--- config.mk ---
export PLATFORM = sky130hd
export DESIGN_NAME = skip_table_xor_ops
export DESIGN_NICKNAME = d
export VERILOG_FILES = /design/src/hw/skip_table_xor_pkg.sv /design/src/hw/skip_table_xor_ops.sv
export VERILOG_INCLUDE_DIRS = /design/src /design/src/hw
export SDC_FILE = /design/constraint.sdc
export NUM_CORES = 1
export LEC_CHECK = 0
export BUFFER_PORTS_ARGS = -buffer_cell sky130_fd_sc_hd__buf_2
export CORE_ASPECT_RATIO = 0.7
export CORE_UTILIZATION = 40
export CTS_BUF_LIST = sky130_fd_sc_hd__clkbuf_4 sky130_fd_sc_hd__clkbuf_8 sky130_fd_sc_hd__clkbuf_16
export DETAILED_ROUTE_END_ITERATION = 6
export PLACE_DENSITY = 0.69
export RECOVER_POWER = 100
export SYNTH_ARGS = -nofsm -noshare
export SYNTH_HDL_FRONTEND = slang
export SYNTH_SLANG_ARGS = --single-unit
--- constraint.sdc ---
create_clock -name CLK -period 5.65 [get_ports CLK]
set_input_delay 1.13 -clock CLK [delete_from_list [all_inputs] [get_ports CLK]]
set_output_delay 1.13 -clock CLK [all_outputs]
set_load 0.02 [all_outputs]
--- src/hw/skip_table_xor_regs.svh ---
`ifndef SKIP_TABLE_XOR_REGS_SVH
`define SKIP_TABLE_XOR_REGS_SVH

// ------------------------------------------------------------
// Data widths and fixed values
// ------------------------------------------------------------
`define STX_BYTE_W 8
`define STX_BIT_SEL_W 3
`define STX_ZERO_BYTE 8'h00
`define STX_PTR_STEP 8'h01
`define STX_ACC_RST 8'h00
`define STX_PTR_LOW_RST 8'h00
`define STX_PTR_PAGE_RST 8'h00
`define STX_TBL_HIGH_RST 8'h00
`define STX_WORD_LOW_LSB 0
`define STX_WORD_HIGH_LSB 8

`endif

--- src/hw/skip_table_xor_pkg.sv ---
package skip_table_xor_pkg;

    // ------------------------------------------------------------
    // Operations executed by this block
    // ------------------------------------------------------------
    typedef enum logic [3:0] {
        OP_NONE,
        OP_SKIP_IF_BYTE_ZERO,
        OP_COPY_SKIP_IF_ZERO,
        OP_SKIP_IF_BIT_ZERO,
        OP_TABLE_READ_SELECTED_PAGE,
        OP_TABLE_READ_LAST_PAGE,
        OP_INCR_TABLE_READ_SELECTED_PAGE,
        OP_INCR_TABLE_READ_LAST_PAGE,
        OP_XOR_INTO_ACCUMULATOR,
        OP_XOR_INTO_MEMORY
    } op_e;

    typedef enum {
        ST_IDLE,
        ST_OPERAND,
        ST_DUMMY
    } state_e;

endpackage

--- src/hw/skip_table_xor_ops.sv ---
`include "skip_table_xor_regs.svh"

// Summary of operation
// - Whole-byte test skips the next instruction when the byte is zero.
// - A taken skip adds a dummy cycle, three cycles in total.
// - Copy variant loads the byte into the accumulator, skips on zero.
// - Bit test skips the next instruction when the selected bit is zero.
// - Selected-page read uses page and low pointer; low to memory.
// - Last-page read uses only the low pointer on the top page.
// - Incrementing selected-page read bumps the low pointer, then reads.
// - Incrementing last-page read bumps the low pointer, then reads.
// - XOR into accumulator writes the accumulator, updates only zero.
// - XOR into memory writes the byte back, updates only zero.
module skip_table_xor_ops #(
    parameter int DM_AW = 8,
    parameter int PM_AW = 12,
    parameter int PM_DW = 16
) (
    // Clock and reset
    input wire logic CLK,
    input wire logic RST,
    // Decode stage request
    input wire logic START,
    input wire skip_table_xor_pkg::op_e OPCODE,
    input wire logic [DM_AW-1:0] OPERAND_ADDR,
    input wire logic [`STX_BIT_SEL_W-1:0] BIT_SEL,
    input wire logic [`STX_BYTE_W-1:0] ACC_IN,
    output logic BUSY,
    output logic DONE,
    output logic SKIP,
    // Data memory, read data valid in the same cycle as the address
    output logic [DM_AW-1:0] DM_ADDR,
    input wire logic [`STX_BYTE_W-1:0] DM_RD_DATA,
    output logic DM_WR_EN,
    output logic [`STX_BYTE_W-1:0] DM_WR_DATA,
    // Program memory, read data valid in the same cycle as the address
    output logic [PM_AW-1:0] PM_ADDR,
    input wire logic [PM_DW-1:0] PM_RD_DATA,
    // Accumulator and zero flag updates
    output logic ACC_LOAD,
    output logic [`STX_BYTE_W-1:0] ACC_DATA,
    output logic ZERO_LOAD,
    output logic ZERO_VALUE,
    // Table pointer and table high byte
    input wire logic PTR_LOW_LOAD,
    input wire logic PTR_PAGE_LOAD,
    input wire logic [`STX_BYTE_W-1:0] PTR_LOAD_DATA,
    output logic [`STX_BYTE_W-1:0] TABLE_PTR_LOW,
    output logic [`STX_BYTE_W-1:0] TABLE_PTR_PAGE,
    output logic [`STX_BYTE_W-1:0] TABLE_HIGH
);

    // ------------------------------------------------------------
    // Request capture
    // ------------------------------------------------------------
    localparam int PAGE_W = PM_AW - `STX_BYTE_W;

    skip_table_xor_pkg::state_e state_reg;
    skip_table_xor_pkg::op_e op_reg;
    logic [`STX_BIT_SEL_W-1:0] bit_reg;
    logic [`STX_BYTE_W-1:0] acc_reg;
    logic [`STX_BYTE_W-1:0] table_pointer_low_reg;
    logic [`STX_BYTE_W-1:0] table_pointer_page_reg;
    logic [`STX_BYTE_W-1:0] table_high_byte_reg;
    logic [`STX_BYTE_W-1:0] ptr_low_next;
    logic [PM_AW-1:0] pm_addr_next;
    logic accept;
    logic is_incr;
    logic is_last;
    logic skip_next;
    logic is_table;
    logic [`STX_BYTE_W-1:0] xor_val;
    logic [`STX_BYTE_W-1:0] word_low;
    logic [`STX_BYTE_W-1:0] word_high;

    assign accept = START && (state_reg == skip_table_xor_pkg::ST_IDLE);
    assign is_incr =
        (OPCODE == skip_table_xor_pkg::OP_INCR_TABLE_READ_SELECTED_PAGE) ||
        (OPCODE == skip_table_xor_pkg::OP_INCR_TABLE_READ_LAST_PAGE);
    assign is_last =
        (OPCODE == skip_table_xor_pkg::OP_TABLE_READ_LAST_PAGE) ||
        (OPCODE == skip_table_xor_pkg::OP_INCR_TABLE_READ_LAST_PAGE);

    // Eight-bit add wraps by itself; the page register is never touched
    assign ptr_low_next = is_incr ?
        table_pointer_low_reg + `STX_PTR_STEP :
        table_pointer_low_reg;

    always_comb begin
        if (is_last) begin
            pm_addr_next = {{PAGE_W{1'b1}}, ptr_low_next};
        end else begin
            pm_addr_next = {table_pointer_page_reg[PAGE_W-1:0],
                            ptr_low_next};
        end
    end

    always_ff @(posedge CLK or posedge RST) begin
        if (RST) begin
            op_reg <= skip_table_xor_pkg::OP_NONE;
            bit_reg <= '0;
            acc_reg <= `STX_ACC_RST;
            DM_ADDR <= '0;
            PM_ADDR <= '0;
        end else if (accept) begin
            op_reg <= OPCODE;
            bit_reg <= BIT_SEL;
            acc_reg <= ACC_IN;
            DM_ADDR <= OPERAND_ADDR;
            PM_ADDR <= pm_addr_next;
        end
    end

    // ------------------------------------------------------------
    // Table pointer registers
    // ------------------------------------------------------------
    // An incrementing read wins over a core load in the same cycle
    always_ff @(posedge CLK or posedge RST) begin
        if (RST) begin
            table_pointer_low_reg <= `STX_PTR_LOW_RST;
        end else if (accept && is_incr) begin
            table_pointer_low_reg <= ptr_low_next;
        end else if (PTR_LOW_LOAD) begin
            table_pointer_low_reg <= PTR_LOAD_DATA;
        end
    end

    always_ff @(posedge CLK or posedge RST) begin
        if (RST) begin
            table_pointer_page_reg <= `STX_PTR_PAGE_RST;
        end else if (PTR_PAGE_LOAD) begin
            table_pointer_page_reg <= PTR_LOAD_DATA;
        end
    end

    assign TABLE_PTR_LOW = table_pointer_low_reg;
    assign TABLE_PTR_PAGE = table_pointer_page_reg;
    assign TABLE_HIGH = table_high_byte_reg;

    // ------------------------------------------------------------
    // Operand evaluation
    // ------------------------------------------------------------
    assign xor_val = acc_reg ^ DM_RD_DATA;
    assign word_low = PM_RD_DATA[`STX_WORD_LOW_LSB +: `STX_BYTE_W];
    assign word_high = PM_RD_DATA[`STX_WORD_HIGH_LSB +: `STX_BYTE_W];
    assign is_table =
        (op_reg == skip_table_xor_pkg::OP_TABLE_READ_SELECTED_PAGE) ||
        (op_reg == skip_table_xor_pkg::OP_TABLE_READ_LAST_PAGE) ||
        (op_reg == skip_table_xor_pkg::OP_INCR_TABLE_READ_SELECTED_PAGE) ||
        (op_reg == skip_table_xor_pkg::OP_INCR_TABLE_READ_LAST_PAGE);

    always_comb begin
        case (op_reg)
            skip_table_xor_pkg::OP_SKIP_IF_BYTE_ZERO,
            skip_table_xor_pkg::OP_COPY_SKIP_IF_ZERO: begin
                skip_next = (DM_RD_DATA == `STX_ZERO_BYTE);
            end
            skip_table_xor_pkg::OP_SKIP_IF_BIT_ZERO: begin
                skip_next = !DM_RD_DATA[bit_reg];
            end
            default: begin
                skip_next = 1'b0;
            end
        endcase
    end

    // ------------------------------------------------------------
    // Sequencing
    // ------------------------------------------------------------
    always_ff @(posedge CLK or posedge RST) begin
        if (RST) begin
            state_reg <= skip_table_xor_pkg::ST_IDLE;
        end else begin
            case (state_reg)
                skip_table_xor_pkg::ST_IDLE: begin
                    if (accept) begin
                        state_reg <= skip_table_xor_pkg::ST_OPERAND;
                    end
                end
                skip_table_xor_pkg::ST_OPERAND: begin
                    if (skip_next) begin
                        // Dummy slot replaces the fetched instruction
                        state_reg <= skip_table_xor_pkg::ST_DUMMY;
                    end else begin
                        state_reg <= skip_table_xor_pkg::ST_IDLE;
                    end
                end
                skip_table_xor_pkg::ST_DUMMY: begin
                    state_reg <= skip_table_xor_pkg::ST_IDLE;
                end
                default: begin
                    state_reg <= skip_table_xor_pkg::ST_IDLE;
                end
            endcase
        end
    end

    always_ff @(posedge CLK or posedge RST) begin
        if (RST) begin
            BUSY <= 1'b0;
            DONE <= 1'b0;
            SKIP <= 1'b0;
        end else begin
            BUSY <= accept ||
                (state_reg == skip_table_xor_pkg::ST_OPERAND && skip_next);
            DONE <= (state_reg == skip_table_xor_pkg::ST_DUMMY) ||
                (state_reg == skip_table_xor_pkg::ST_OPERAND && !skip_next);
            SKIP <= state_reg == skip_table_xor_pkg::ST_OPERAND &&
                skip_next;
        end
    end

    // ------------------------------------------------------------
    // Result write-back
    // ------------------------------------------------------------
    // Skip tests and table reads never drive the zero flag
    always_ff @(posedge CLK or posedge RST) begin
        if (RST) begin
            ACC_LOAD <= 1'b0;
            ACC_DATA <= `STX_ACC_RST;
            ZERO_LOAD <= 1'b0;
            ZERO_VALUE <= 1'b0;
            DM_WR_EN <= 1'b0;
            DM_WR_DATA <= `STX_ZERO_BYTE;
        end else begin
            ACC_LOAD <= 1'b0;
            ZERO_LOAD <= 1'b0;
            DM_WR_EN <= 1'b0;
            if (state_reg == skip_table_xor_pkg::ST_OPERAND) begin
                case (op_reg)
                    skip_table_xor_pkg::OP_COPY_SKIP_IF_ZERO: begin
                        ACC_LOAD <= 1'b1;
                        ACC_DATA <= DM_RD_DATA;
                    end
                    skip_table_xor_pkg::OP_XOR_INTO_ACCUMULATOR: begin
                        ACC_LOAD <= 1'b1;
                        ACC_DATA <= xor_val;
                        ZERO_LOAD <= 1'b1;
                        ZERO_VALUE <= (xor_val == `STX_ZERO_BYTE);
                    end
                    skip_table_xor_pkg::OP_XOR_INTO_MEMORY: begin
                        DM_WR_EN <= 1'b1;
                        DM_WR_DATA <= xor_val;
                        ZERO_LOAD <= 1'b1;
                        ZERO_VALUE <= (xor_val == `STX_ZERO_BYTE);
                    end
                    default: begin
                        if (is_table) begin
                            DM_WR_EN <= 1'b1;
                            DM_WR_DATA <= word_low;
                        end
                    end
                endcase
            end
        end
    end

    always_ff @(posedge CLK or posedge RST) begin
        if (RST) begin
            table_high_byte_reg <= `STX_TBL_HIGH_RST;
        end else if (state_reg == skip_table_xor_pkg::ST_OPERAND &&
                     is_table) begin
            table_high_byte_reg <= word_high;
        end
    end
endmodule

==> results.yml <==
floorplan:
  pin_count: 127
  die_area_um2: 9970
  fp.dieW_um: 118.9
  rows: 29
  fp.coreArea_um2: 9180
  die_y_um: 83.84
  initial_utilization_pct: 41.69
grt:
  antenna_found_initial: 0
  use_met2_pct: 27.96
  grt_max_degree: 57
  use_met1_pct: 27.28
  busiest_layer: "met2"
  grt-ovfl-total: 0
  grtUsageMet3_pct: 6.079
  grt_usage_pct: 19.35
  grt_pass1_vias: 2944
  grt_pass1_wl_um: 14780
setup_path:
  slowest_delay_ns: 1.29
  worst_path_max_delay_cell: "clkbuf_1"
  path_max_fanout: 42
  worstPathArrival_ns: 3.85
  crit_type: "in -> reg"
  worstSetupEndpointType: "flip-flop"
  critical_path_required_ns: 5.87
  path_cells: "buf_2 -> or3b_1 -> clkbuf_1 -> inv_6 -> a21oi_1 -> o21ba_1 -> o221a_2"
  cp-start-kind: "primary input"
clocking:
  cts_resized: 0
  htreeDepth: 3
  post_cts.repair.setup_buffers: 0
  tritoncts: "built"
  clockBufferDepth: 2
  clkTransAtPathRegs_ns: 0.06
  cts_buffers: 9
  hold_buffers: 0
  clk_latency_ns: 0.33
  cts_num_sinks: 84
  ctsRootBufferMaster: "clkbuf_16"
yosys:
  yosys_warnings: 0
  synthArstFlopShare_pct: 100.0
  syn_nets: 419
  synth-edff-count: 0
  synth_ff_type: "dfrtp_1"
  netlist_area_um2: 3827
  syn_avg_cell_area_um2: 10.69
  synth.top_cell.area_share_pct: 54.92
  ys_ff_latch: 84
  yosysTopAreaCell: "dfrtp_1"
  syn-instance-count: 358
  ys_seq_area_share_pct: 54.92
  synthTopCellsByArea: "dfrtp_1 55%, nand2_1 9.8%, mux2_2 5.0%"
  synth.distinct_cells: 53
timing:
  finalWorstSetupSlack_ns: 2.023
  rsz0062_at_grt: "false"
  drv_slew: 100
  tns_ns: 0
  hold_viol_final: 0
  slew_headroom_pct: -65.76
  fin_crit_ns: 3.627
  finClkSkew_ns: 0.004071
  max_freq_ghz: 0.2757
  fin_crit_sh_pct: 64.19
  finalSetupViolCount: 0
  worst_pin_slew_ns: 2.473
run:
  drv_cap: 2
power:
  netSwitchingFraction_pct: 33.34
  ir_drop_mv: 0.2337
  power_frac_clock_pct: 31.3
  power.combinational.fraction_pct: 25.7
  leakage_nw: 2.186
  power_switching_uw: 651.4
  power.internal_mw: 1.303
  power_frac_seq_pct: 43.0
  power.density_nw_per_um2: 416.3
cells_and_area:
  layout_common_cells: "101 x nand2_1, 84 x dfrtp_1, 70 x clkbuf_1"
  mostFrequentLayoutCell: "nand2_1"
  fin_nets: 541
  drive_above_1_share_pct: 19.83
  largest_register_ffs: 12
  max_flop_register: "PM_ADDR"
  diodes: 0
  fin_cells: 608
  area_growth_pct: 22.65
min_path:
  worstHoldPathType: "reg -> reg"
detailed_routing:
  vias_per_cell: 4.987
  drt.antenna.violating_nets: 0
  drc: 0
  post_drt_wl_per_cell_um: 14.97
  drt_iter0_drc: 140
  num_vias: 3032
  firstDrtPassIters: 4
  routed_wl_um: 9104
place:
  port_buffers: 126
  dp_cells: 593
  pre_cts_ws_ns: 2.875
  dpl.hpwl_um: 6702
  place_congestion: 0.8542
status:
  status: "finished with violations"
  violations: "capacitance limit, slew limit"
-- critical path: cells and delay by family --
family	cells	cell delay, ns
buffers and inverters	3	1.67
AOI/OAI and AO/OA	3	0.89
and+or+nand+nor	1	0.14
-- area by class of cell --
type	count	area, µm²
clock buffer	10	232.7
fill	884	4486
timing repair buffer	128	555.5
clock inverter	5	77.57
sequential	84	2102
tap	124	155.1
multi-input combinational	252	1546
inverter	5	25.02
-- per-layer routing --
layer  part of all wire (%)  vias to the layer above  wire length (µm)
li1                       -                     1464                 -
met1                     50                     1457              4513
met2                     44                       98              3968
met3                    5.4                       13               495
met4                    1.4                        0               127
met5                      0                        -                 0
-- cells in the mapped netlist, types with 4 or more instances --
master / number
nor2_1: 16
xnor2_1: 14
a21o_1: 9
nand2_1: 100
a211oi_1: 11
inv_1: 4
dfrtp_1: 84
buf_2: 4
nand3_1: 5
o22a_1: 6
xor2_1: 11
o21ai_0: 8
o21ai_1: 9
buf_6: 5
clkbuf_1: 5
mux2_2: 17
-- stage by stage --
step                util (%)  area [µm²]  power (mW)  hold slack (ns)
floorplan                  -        3827       1.196           0.4682
global placement       49.15        4512       1.378           0.4556
detailed placement     49.15        4512       1.395           0.4609
CTS                    52.53        4822       2.014           0.4742
global route           51.14        4695       2.057           0.4889
finish                 51.14        4695       1.954           0.4778
-- worst paths after layout --
| path | depth (start not counted) | end | from | slack (ns) |
|---|---|---|---|---|
| setup / recovery | 7 | TABLE_PTR_LOW[5]$_DFFE_PP0P_ | START | 2.02 |
| hold / removal | 1 | DM_WR_DATA[6]$_DFFE_PP0P_ | DM_WR_DATA[6]$_DFFE_PP0P_ | 0.48 |
| setup reg to reg | 6 | TABLE_PTR_LOW[5]$_DFFE_PP0P_ | state_reg[0]$_DFFE_PP0P_ | 2.53 |
| hold reg to reg | 1 | DM_WR_DATA[6]$_DFFE_PP0P_ | DM_WR_DATA[6]$_DFFE_PP0P_ | 0.48 |
| max in group asynchronous | 3 | TABLE_PTR_PAGE[6]$_DFFE_PP0P_ | RST | 2.91 |
| min in group asynchronous | 2 | ZERO_LOAD$_DFF_PP0_ | RST | 1.47 |
-- cells by family after synthesis --
kind of cell | after synthesis | share of synthesized area, %
simple gates | 148 | 17.55
flops | 84 | 54.92
compound gates | 57 | 10.89
xor+xnor | 25 | 5.721
buf+inv | 22 | 3.694
mux | 21 | 6.898
fa+ha+maj | 1 | 0.3269
-- power groups by stage --
| stage | Clock (mW) | Sequential (mW) | Combinational, mW |
|---|---|---|---|
| floorplan | 0 | 0.984 | 0.211 |
| global route | 0.651 | 0.859 | 0.547 |
| global placement | 0 | 0.839 | 0.539 |
| CTS | 0.627 | 0.837 | 0.550 |
| detailed placement | 0 | 0.847 | 0.548 |
| finish | 0.613 | 0.840 | 0.501 |
No activity file was read; power rests on OpenSTA's default activity.
